$ cat src/rtl/cond_pin_pkg.sv
// Purpose: shared constants, types and register map of the condition pin,
//          interrupt request and timer expiry block
// Assumes: 32-bit register port, word-aligned byte addresses
// Notes:   all offsets, field positions and reset values live here

package cond_pin_pkg;

    // ************************************************************
    // widths
    // ************************************************************
    localparam int PIN_CNT = 4;   // condition pins and request inputs
    localparam int ADDR_W = 8;    // register port address width
    localparam int DATA_W = 32;   // register port data width

    // ************************************************************
    // register offsets (byte addresses)
    // ************************************************************
    localparam logic [7:0] DIR_OFS = 8'h00;     // pin direction, 1 = output
    localparam logic [7:0] OUT_OFS = 8'h04;     // pin output value
    localparam logic [7:0] PIN_OFS = 8'h08;     // synchronised pin level, ro
    localparam logic [7:0] IEN_OFS = 8'h0C;     // request input enable
    localparam logic [7:0] IMODE_OFS = 8'h10;   // 1 = edge, 0 = level
    localparam logic [7:0] STAT_OFS = 8'h14;    // sticky events, w1c
    localparam logic [7:0] MASK_OFS = 8'h18;    // event mask, 1 = pass
    localparam logic [7:0] STRAP_OFS = 8'h1C;   // latched strap level, ro

    // ************************************************************
    // status / mask field positions
    // ************************************************************
    localparam int STAT_IRQ_LSB = 0;   // bits 3:0 request events
    localparam int STAT_TMR_BIT = 4;   // timer 0 expiry event
    localparam int STAT_W = 5;         // used status width

    // ************************************************************
    // strap register field positions
    // ************************************************************
    localparam int STRAP_LVL_BIT = 0;    // latched expiry pin level
    localparam int STRAP_BOOT_BIT = 1;   // request-boot option selected

    // ************************************************************
    // reset values
    // ************************************************************
    localparam logic [3:0] DIR_RST = 4'h0;      // all pins input
    localparam logic [3:0] OUT_RST = 4'h0;      // output value cleared
    localparam logic [3:0] IEN_RST = 4'h0;      // requests disabled
    localparam logic [3:0] IMODE_RST = 4'h0;    // level sensitive
    localparam logic [4:0] STAT_RST = 5'h00;    // no events
    localparam logic [4:0] MASK_RST = 5'h00;    // all masked
    localparam logic STRAP_BOOT_LVL = 1'b1;     // strap level for irq boot

    // ************************************************************
    // timing counts
    // ************************************************************
    localparam int STRAP_HOLD_CYC = 2;   // cycles the pin is sampled
    localparam int SYNC_STAGES = 2;      // synchroniser depth

    // ************************************************************
    // carriers
    // ************************************************************
    typedef struct packed {
        logic [ADDR_W-1:0] addr;   // byte address
        logic [DATA_W-1:0] wdata;  // write data
        logic wr;                  // write strobe
        logic rd;                  // read strobe
    } reg_req_t;

    typedef struct packed {
        logic [3:0] o;    // pin output value
        logic [3:0] oe_n; // pin output enable, low = driving
    } pin_drive_t;

    // strap sequencing states
    typedef enum logic [1:0] {
        STRAP_SAMPLE,
        STRAP_BOOT_WAIT,
        STRAP_RUN
    } strap_state_t;

endpackage

$ cat src/rtl/sync_two_stage.sv
// Purpose: two-flip-flop synchroniser for a vector of asynchronous levels
// Assumes: each bit is independent; no bus coherence is needed
// Notes:   first stage is read only by the second stage

`timescale 1ns/1ps

module sync_two_stage #(
    parameter int WIDTH = 4,
    parameter logic [WIDTH-1:0] RST_VAL = '1
)
(
    input wire logic clk,
    input wire logic sys_rst,
    input wire logic [WIDTH-1:0] async_in,
    output logic [WIDTH-1:0] sync_out
);

    // ************************************************************
    // synchroniser stages
    // ************************************************************
    logic [WIDTH-1:0] meta_r;   // metastable stage, read only by next stage
    logic [WIDTH-1:0] meta_nxt;
    logic [WIDTH-1:0] stab_r;   // settled stage
    logic [WIDTH-1:0] stab_nxt;

    // next values: shift one stage per clock
    always_comb
    begin
        meta_nxt = async_in;
        stab_nxt = meta_r;
    end

    // register both stages
    always_ff @(posedge clk or posedge sys_rst)
    begin
        if (sys_rst)
        begin
            meta_r <= RST_VAL;
            stab_r <= RST_VAL;
        end
        else
        begin
            meta_r <= meta_nxt;
            stab_r <= stab_nxt;
        end
    end

    assign sync_out = stab_r;

endmodule // sync_two_stage

$ cat src/rtl/cond_pin_block.sv
// Purpose: condition pins, external request inputs and timer 0 expiry pin
// Assumes: pins asynchronous; core strobes synchronous to clk
// Notes:   registers on a plain strobe port, read data one cycle later
//
// Overview of operation
// - each condition pin direction set independently
// - reset leaves all condition pins as inputs
// - synchronised pin levels feed sequencer conditions
// - enabled low request raises core interrupt
// - per request input edge or level choice
// - requests disabled after reset unless boot strap
// - one expiry pin pulse per timer expiry after strap handover
// - expiry pin latched as strap in the first two cycles after reset
//
// The implementer's own choices: the address map and the strobed register port.

`timescale 1ns/1ps

module cond_pin_block
    import cond_pin_pkg::*;
#(
    parameter int NPIN = PIN_CNT
)
(
    input wire logic clk,
    input wire logic sys_rst,
    input wire logic [ADDR_W-1:0] reg_addr,
    input wire logic [DATA_W-1:0] reg_wdata,
    input wire logic reg_wr,
    input wire logic reg_rd,
    output logic [DATA_W-1:0] reg_rdata,
    input wire logic [NPIN-1:0] condition_io_pins_i,
    output logic [NPIN-1:0] condition_io_pins_o,
    output logic [NPIN-1:0] condition_io_pins_oe_n,
    input wire logic [NPIN-1:0] external_interrupt_request_n,
    input wire logic boot_vectors_ready,
    input wire logic timer_zero_expired,
    input wire logic timer_zero_expiry_pulse_i,
    output logic timer_zero_expiry_pulse,
    output logic timer_zero_expiry_pulse_oe_n,
    output logic [NPIN-1:0] seq_condition,
    output logic [NPIN-1:0] core_irq,
    output logic irq
);

    // ************************************************************
    // local declarations
    // ************************************************************
    reg_req_t req;                  // bundled register request
    pin_drive_t drv;                // bundled pin drive
    logic [NPIN-1:0] pin_sync;      // synchronised condition pins
    logic [NPIN-1:0] req_sync_n;    // synchronised request inputs
    logic [NPIN-1:0] req_prev_n_r;  // previous request level for edges
    logic [NPIN-1:0] req_prev_n_nxt;
    logic [3:0] dir_r;              // 1 = pin driven
    logic [3:0] dir_nxt;
    logic [3:0] out_r;              // value driven on output pins
    logic [3:0] out_nxt;
    logic [3:0] ien_r;              // request enables
    logic [3:0] ien_nxt;
    logic [3:0] imode_r;            // 1 = edge triggered
    logic [3:0] imode_nxt;
    logic [4:0] stat_r;             // sticky events
    logic [4:0] stat_nxt;
    logic [4:0] mask_r;             // event mask
    logic [4:0] mask_nxt;
    logic [NPIN-1:0] core_irq_r;    // request lines to the core
    logic [NPIN-1:0] core_irq_nxt;
    logic [NPIN-1:0] cond_r;        // sequencer conditions
    logic [NPIN-1:0] cond_nxt;
    logic irq_r;                    // summary interrupt
    logic irq_nxt;
    logic [DATA_W-1:0] rdata_r;     // read data
    logic [DATA_W-1:0] rdata_nxt;
    logic [NPIN-1:0] pin_o_r;       // pin output register
    logic [NPIN-1:0] pin_oe_n_r;    // pin enable register
    strap_state_t st_r;             // strap sequencing state
    strap_state_t st_nxt;
    logic strap_lvl_r;              // latched expiry pin level
    logic strap_lvl_nxt;
    logic [1:0] hold_r;             // strap sample counter
    logic [1:0] hold_nxt;
    logic tmr_o_r;                  // expiry pin drive
    logic tmr_o_nxt;
    logic tmr_oe_n_r;               // expiry pin enable, high while strap
    logic tmr_oe_n_nxt;
    logic [NPIN-1:0] req_event;     // detected request per input

    // write decode used by every writable register
    function automatic logic hit(input reg_req_t r, input logic [7:0] ofs);
        hit = r.wr && (r.addr == ofs);
    endfunction

    // pad a narrow field into a read word
    function automatic logic [DATA_W-1:0] pad(input logic [4:0] v);
        pad = {{(DATA_W-5){1'b0}}, v};
    endfunction

    // ************************************************************
    // input synchronisers
    // ************************************************************
    sync_two_stage #(.WIDTH(NPIN), .RST_VAL('1)) u_pin_sync
    (
        .clk(clk),
        .sys_rst(sys_rst),
        .async_in(condition_io_pins_i),
        .sync_out(pin_sync)
    );

    sync_two_stage #(.WIDTH(NPIN), .RST_VAL('1)) u_req_sync
    (
        .clk(clk),
        .sys_rst(sys_rst),
        .async_in(external_interrupt_request_n),
        .sync_out(req_sync_n)
    );

    assign req.addr = reg_addr;
    assign req.wdata = reg_wdata;
    assign req.wr = reg_wr;
    assign req.rd = reg_rd;

    // ************************************************************
    // strap sampling and boot enable
    // ************************************************************
    // sample the expiry pin while undriven, then hand it to the timer;
    // pin is not driven until sampling is over so the strap is not fought
    always_comb
    begin
        st_nxt = st_r;
        strap_lvl_nxt = strap_lvl_r;
        hold_nxt = hold_r;
        tmr_oe_n_nxt = tmr_oe_n_r;
        case (st_r)
            STRAP_SAMPLE:
            begin
                strap_lvl_nxt = timer_zero_expiry_pulse_i;
                hold_nxt = hold_r + 2'd1;
                if (hold_r == 2'(STRAP_HOLD_CYC - 1))
                begin
                    tmr_oe_n_nxt = 1'b0;
                    st_nxt = (timer_zero_expiry_pulse_i == STRAP_BOOT_LVL)
                        ? STRAP_BOOT_WAIT : STRAP_RUN;
                end
            end
            STRAP_BOOT_WAIT:
            begin
                // vectors must be ready before boot requests are armed
                if (boot_vectors_ready)
                    st_nxt = STRAP_RUN;
            end
            STRAP_RUN:
                st_nxt = STRAP_RUN;
            default:
                st_nxt = STRAP_SAMPLE;
        endcase
    end

    always_ff @(posedge clk or posedge sys_rst)
    begin
        if (sys_rst)
        begin
            st_r <= STRAP_SAMPLE;
            strap_lvl_r <= 1'b0;
            hold_r <= 2'd0;
            tmr_oe_n_r <= 1'b1;
        end
        else
        begin
            st_r <= st_nxt;
            strap_lvl_r <= strap_lvl_nxt;
            hold_r <= hold_nxt;
            tmr_oe_n_r <= tmr_oe_n_nxt;
        end
    end

    // ************************************************************
    // control registers
    // ************************************************************
    always_comb
    begin
        dir_nxt = dir_r;
        out_nxt = out_r;
        ien_nxt = ien_r;
        imode_nxt = imode_r;
        mask_nxt = mask_r;
        if (hit(req, DIR_OFS))
            dir_nxt = req.wdata[3:0];
        if (hit(req, OUT_OFS))
            out_nxt = req.wdata[3:0];
        if (hit(req, IMODE_OFS))
            imode_nxt = req.wdata[3:0];
        if (hit(req, MASK_OFS))
            mask_nxt = req.wdata[4:0];
        // boot strap arms all requests once the vectors are ready
        if (st_r == STRAP_BOOT_WAIT && boot_vectors_ready)
            ien_nxt = 4'hF;
        if (hit(req, IEN_OFS))
            ien_nxt = req.wdata[3:0];
    end

    always_ff @(posedge clk or posedge sys_rst)
    begin
        if (sys_rst)
        begin
            dir_r <= DIR_RST;
            out_r <= OUT_RST;
            ien_r <= IEN_RST;
            imode_r <= IMODE_RST;
            mask_r <= MASK_RST;
        end
        else
        begin
            dir_r <= dir_nxt;
            out_r <= out_nxt;
            ien_r <= ien_nxt;
            imode_r <= imode_nxt;
            mask_r <= mask_nxt;
        end
    end

    // ************************************************************
    // request detection, events and outputs
    // ************************************************************
    // edge: synchronised falling edge; level: low while sampled
    always_comb
    begin
        for (int i = 0; i < NPIN; i++)
        begin
            if (imode_r[i])
                req_event[i] = ien_r[i] && req_prev_n_r[i]
                    && !req_sync_n[i];
            else
                req_event[i] = ien_r[i] && !req_sync_n[i];
        end
    end

    always_comb
    begin
        req_prev_n_nxt = req_sync_n;
        core_irq_nxt = req_event;
        cond_nxt = pin_sync;
        // one high cycle per expiry, only after strap handover
        tmr_o_nxt = timer_zero_expired && !tmr_oe_n_r;
        // set wins over a write-one clear in the same cycle
        stat_nxt = stat_r;
        if (hit(req, STAT_OFS))
            stat_nxt = stat_r & ~req.wdata[4:0];
        stat_nxt[3:0] = stat_nxt[3:0] | req_event;
        stat_nxt[STAT_TMR_BIT] = stat_nxt[STAT_TMR_BIT] | tmr_o_nxt;
        irq_nxt = |(stat_nxt & mask_r);
        drv.o = out_r;
        drv.oe_n = ~dir_r;
        rdata_nxt = '0;
        if (req.rd)
        begin
            case (req.addr)
                DIR_OFS: rdata_nxt = pad({1'b0, dir_r});
                OUT_OFS: rdata_nxt = pad({1'b0, out_r});
                PIN_OFS: rdata_nxt = pad({1'b0, pin_sync});
                IEN_OFS: rdata_nxt = pad({1'b0, ien_r});
                IMODE_OFS: rdata_nxt = pad({1'b0, imode_r});
                STAT_OFS: rdata_nxt = pad(stat_r);
                MASK_OFS: rdata_nxt = pad(mask_r);
                STRAP_OFS: rdata_nxt = pad({3'b000,
                    st_r == STRAP_BOOT_WAIT || strap_lvl_r == STRAP_BOOT_LVL,
                    strap_lvl_r});
                default: rdata_nxt = '0; // unmapped reads zero
            endcase
        end
    end

    always_ff @(posedge clk or posedge sys_rst)
    begin
        if (sys_rst)
        begin
            req_prev_n_r <= '1;
            core_irq_r <= '0;
            cond_r <= '0;
            tmr_o_r <= 1'b0;
            stat_r <= STAT_RST;
            irq_r <= 1'b0;
            rdata_r <= '0;
            pin_o_r <= OUT_RST;
            pin_oe_n_r <= ~DIR_RST;
        end
        else
        begin
            req_prev_n_r <= req_prev_n_nxt;
            core_irq_r <= core_irq_nxt;
            cond_r <= cond_nxt;
            tmr_o_r <= tmr_o_nxt;
            stat_r <= stat_nxt;
            irq_r <= irq_nxt;
            rdata_r <= rdata_nxt;
            pin_o_r <= drv.o;
            pin_oe_n_r <= drv.oe_n;
        end
    end

    assign reg_rdata = rdata_r;
    assign condition_io_pins_o = pin_o_r;
    assign condition_io_pins_oe_n = pin_oe_n_r;
    assign timer_zero_expiry_pulse = tmr_o_r;
    assign timer_zero_expiry_pulse_oe_n = tmr_oe_n_r;
    assign seq_condition = cond_r;
    assign core_irq = core_irq_r;
    assign irq = irq_r;

endmodule // cond_pin_block

$ cat config.mk
export PLATFORM = sky130hd
export DESIGN_NAME = cond_pin_block
export DESIGN_NICKNAME = d
export VERILOG_FILES = /design/src/rtl/cond_pin_pkg.sv /design/src/rtl/sync_two_stage.sv /design/src/rtl/cond_pin_block.sv
export SDC_FILE = /design/constraint.sdc
export NUM_CORES = 1
export LEC_CHECK = 0
export ABC_AREA = 1
export BUFFER_PORTS_ARGS = -buffer_cell sky130_fd_sc_hd__buf_2
export CORE_UTILIZATION = 37
export DETAILED_ROUTE_END_ITERATION = 8
export GPL_TIMING_DRIVEN = 0
export MAX_ROUTING_LAYER = met4
export SLEW_MARGIN = 0
export SYNTH_ARGS = -nofsm -noshare
export SYNTH_HDL_FRONTEND = slang
export SYNTH_SLANG_ARGS = --single-unit
$ cat constraint.sdc
create_clock -name clk -period 2.55 [get_ports clk]
set_clock_uncertainty 0.05 [all_clocks]
set_input_delay 0.51 -clock clk [delete_from_list [all_inputs] [get_ports clk]]
set_output_delay 0.51 -clock clk [all_outputs]
set_load 0.1 [all_outputs]
==> summary.md <==
| Metric | Value |
|---|---|
| Remaining routing DRC violations | `0` |
| Detail-routed via count per cell | `4.25` |
| Layout overhead on the synthesized area | `22.6%` |
| First-pass GRT wire length | `10.0 mm` |
| DP HPWL | `4.46 mm` |
| Unrepaired setup endpoints after global routing | `false` |
| Die footprint | `0.00887 sq mm` |
| Post-Route Setup TNS | `0 ns` |
| Wire length after detailed routing | `6.17 mm` |
| Layout cells sized above 1 | `32.9%` |
| Endpoint arrival time on the critical path | `1.30 ns` |
| Internal Pwr Total | `1.91 mW` |
| I/O pins | `106` |
| Buffers on Ports | `50` |
| Worst setup EP type | `output port` |
| Cell Count Post-Placement | `499` |
| Clock tree buffer depth | `2` |
| Max-cap violations | `0` |
| Setup bufs post-CTS | `0` |
| Required arrival time at the worst endpoint | `1.99 ns` |
| Synthesized instance count | `317` |
| Cell depth of the worst flop-to-flop path | `6` |
| Fin. Hold Viols | `0` |
| Number of nets with antenna violations after routing | `0` |
| Timing-limited maximum frequency | `537 MHz` |
| Cell-by-cell trace of the critical path | `buf_2` |
| Placement Rows | `33` |
| Maximum resistive drop on vdd | `445 uV` |
| Routed length per instance | `12.0 microns` |
| TritonCTS Buffers | `9` |
| Share of total power in sequential cells | `46.8%` |
| Outcome | `completed` |
| Setup slack, reg-to-reg | `1.13 ns` |
| Max Transition Viols Final | `0` |
| Clock network fraction of total power | `31.9%` |
| Setup slack after placement | `0.667 ns` |
| Number of warning messages in the yosys log | `0` |
| Cell family with the largest share of critical-path delay | `flip-flops` |
| Core region area | `0.00822 sq mm` |
| Reg2Reg Launch Point | `st_r[1]` |
| Class of the tightest hold or removal check | `input port to async pin` |
| Cell Area, Synth | `0.00314 sq mm` |
| Level count of the clock H-tree | `3` |
| CTS root buf | `clkbuf_8` |
| Routability Congestion | `0.873` |
| CP bufs+invs | `1` |
| Post-synthesis async set-or-reset flop share | `100%` |
| Hold Buf Count CTS | `0` |
| Most used DFF post-synth | `dfrtp_1` |
| Final global-route overflow total | `0` |
| Post-Layout Cell Count | `515` |
| Top fanout value on the critical path | `2` |
| Initial Util | `38.3%` |
| Clock-pin transition on the worst setup and hold timing paths | `0.08 ns` |
| Number of distinct library cell variants in the gate-level netlist after synthesis | `28` |
| Min setup slack post-route | `0.688 ns` |
| Reg2reg end | `st_r[1]` |
| Count of nets after finishing | `464` |
| Seq cells post-synth | `75` |
| Combined global-route utilization of all metal layers | `15.8%` |
| Fraction of power spent switching nets | `33.4%` |
| Height of the die | `94.2 microns` |
| Number of failing setup endpoints in the final timing report | `0` |
| Largest net degree at the start of global routing | `76` |
| Pwr/cell area | `746 mW/mm^2` |
| Final Critical Period | `1.86 ns` |
| DRT Pass-1 Iters | `4` |
| Vias post-DR | `2188` |
| Post-synth EDFFs | `0` |
| Switching Power | `0.960 mW` |
| CTS sink count | `75` |
| Via count of the first global-routing pass | `2100` |
| Comb pwr share | `21.3%` |
| Antenna cell count | `0` |
| Iter 0 DRT Violations | `98` |
| Hold Slack | `0.191 ns` |
| Clock Latency Late Sink | `0.34 ns` |
| Horizontal die dimension | `94.2 microns` |
| Clock tree from TritonCTS | `built` |
| Startpoint class of the critical path | `register` |
| Leakage power of the design | `1.98 nW` |
| Period Utilization, post-route | `73.0%` |
| Final core occ | `46.9%` |
| Post-cts resize count | `0` |
| Largest stage delay on the critical path | `0.54 ns` |
| Initial antenna violation count | `0` |
| Class of the most critical setup path | `register to output port` |
| Highest-delay cell along the critical path | `dfstp_2` |
| Mean instance size in the synthesized netlist | `9.92 sq um` |
| Fraction of the yosys area taken by sequential cells | `60.7%` |
==> synthesized netlist by cell type, drive strengths merged (3+ instances only) <==
library cell	instances	area, sq um
buf	29	221
nand3	12	75.1
o22ai	3	18.8
nand2	61	236
dfrtp	50	1250
nor3	5	36.3
o21ai	30	150
inv	49	184
nand4	4	25.0
nor2	28	125
a21oi	10	50.1
ha	4	50.1
dfstp	25	657
==> cells in the final DEF, fill, tap and decap left out, drive strengths merged <==
master / n
o211a: 1
a21oi: 10
o22ai: 3
a21boi: 1
bufinv: 1
nand3: 12
buf: 80
nor2: 28
clkinv: 2
dfstp: 25
o31ai: 1
o21bai: 1
nand2: 61
inv: 50
clkinvlp: 2
nor3: 5
o211ai: 1
clkbuf: 10
conb: 27
xor2: 1
dfrtp: 50
nand4: 4
o21ai: 30
ha: 4
==> cell type report <==
cell class,instances,area (sq um)
flip-flops and latches,75,1910
plain buffers,29,221
repair buffers,51,278
clock buffers,10,138
clock inverters,6,63.8
fillers,805,4360
well taps,105,131
inverters,49,186
multi-input cells,190,928
==> cell families (layout without fill, tap and decap cells) <==
| logic type | Yosys count | after routing | share of synthesized area, % |
|---|---|---|---|
| simple gates | 110 | 110 | 15.8 |
| fa+ha+maj | 4 | 4 | 1.59 |
| other cells | 1 | 27 | 0.119 |
| compound gates | 48 | 48 | 8.60 |
| flops | 75 | 75 | 60.7 |
| xor+xnor | 1 | 1 | 0.279 |
| buf+inv | 78 | 145 | 12.9 |
==> routing by layer <==
layer | GRT usage (%) | up-vias | share of wire (%)
met2 | 23.5 | 68 | 45
met5 | - | - | 0
li1 | - | 1118 | -
met4 | 7.31 | 0 | 1.9
met3 | 4.61 | 10 | 5.7
met1 | 19.9 | 992 | 47
==> worst max-delay path by stage <==
stage                                         endpoint                    startpoint  cells after the start  slack (ns)
final                     timer_zero_expiry_pulse_oe_n  timer_zero_expiry_pulse_oe_n                      1        0.69
after global routing      timer_zero_expiry_pulse_oe_n  timer_zero_expiry_pulse_oe_n                      1        0.66
after CTS                 timer_zero_expiry_pulse_oe_n  timer_zero_expiry_pulse_oe_n                      1        0.67
after detailed placement                      ien_r[1]                   reg_addr[6]                      9        0.67
after global placement                        out_r[3]                       sys_rst                      2       -0.76
after floorplan                 condition_io_pins_o[0]                       sys_rst                      1        0.12
==> through the flow <==
step / power, mW / area [sq um]
global route: 3.02 / 3850
detailed placement: 1.98 / 3650
CTS: 2.91 / 3850
finish: 2.87 / 3850
global placement: 1.96 / 3620
floorplan: 1.87 / 3240
==> power groups by stage <==
stage | logic (mW) | registers [mW] | clock network, mW
CTS | 0.617 | 1.34 | 0.949
finish | 0.612 | 1.34 | 0.918
global route | 0.663 | 1.36 | 1.00
floorplan | 0.404 | 1.47 | 0
global placement | 0.599 | 1.36 | 0
detailed placement | 0.616 | 1.37 | 0
(Power assumes the default switching activity.)
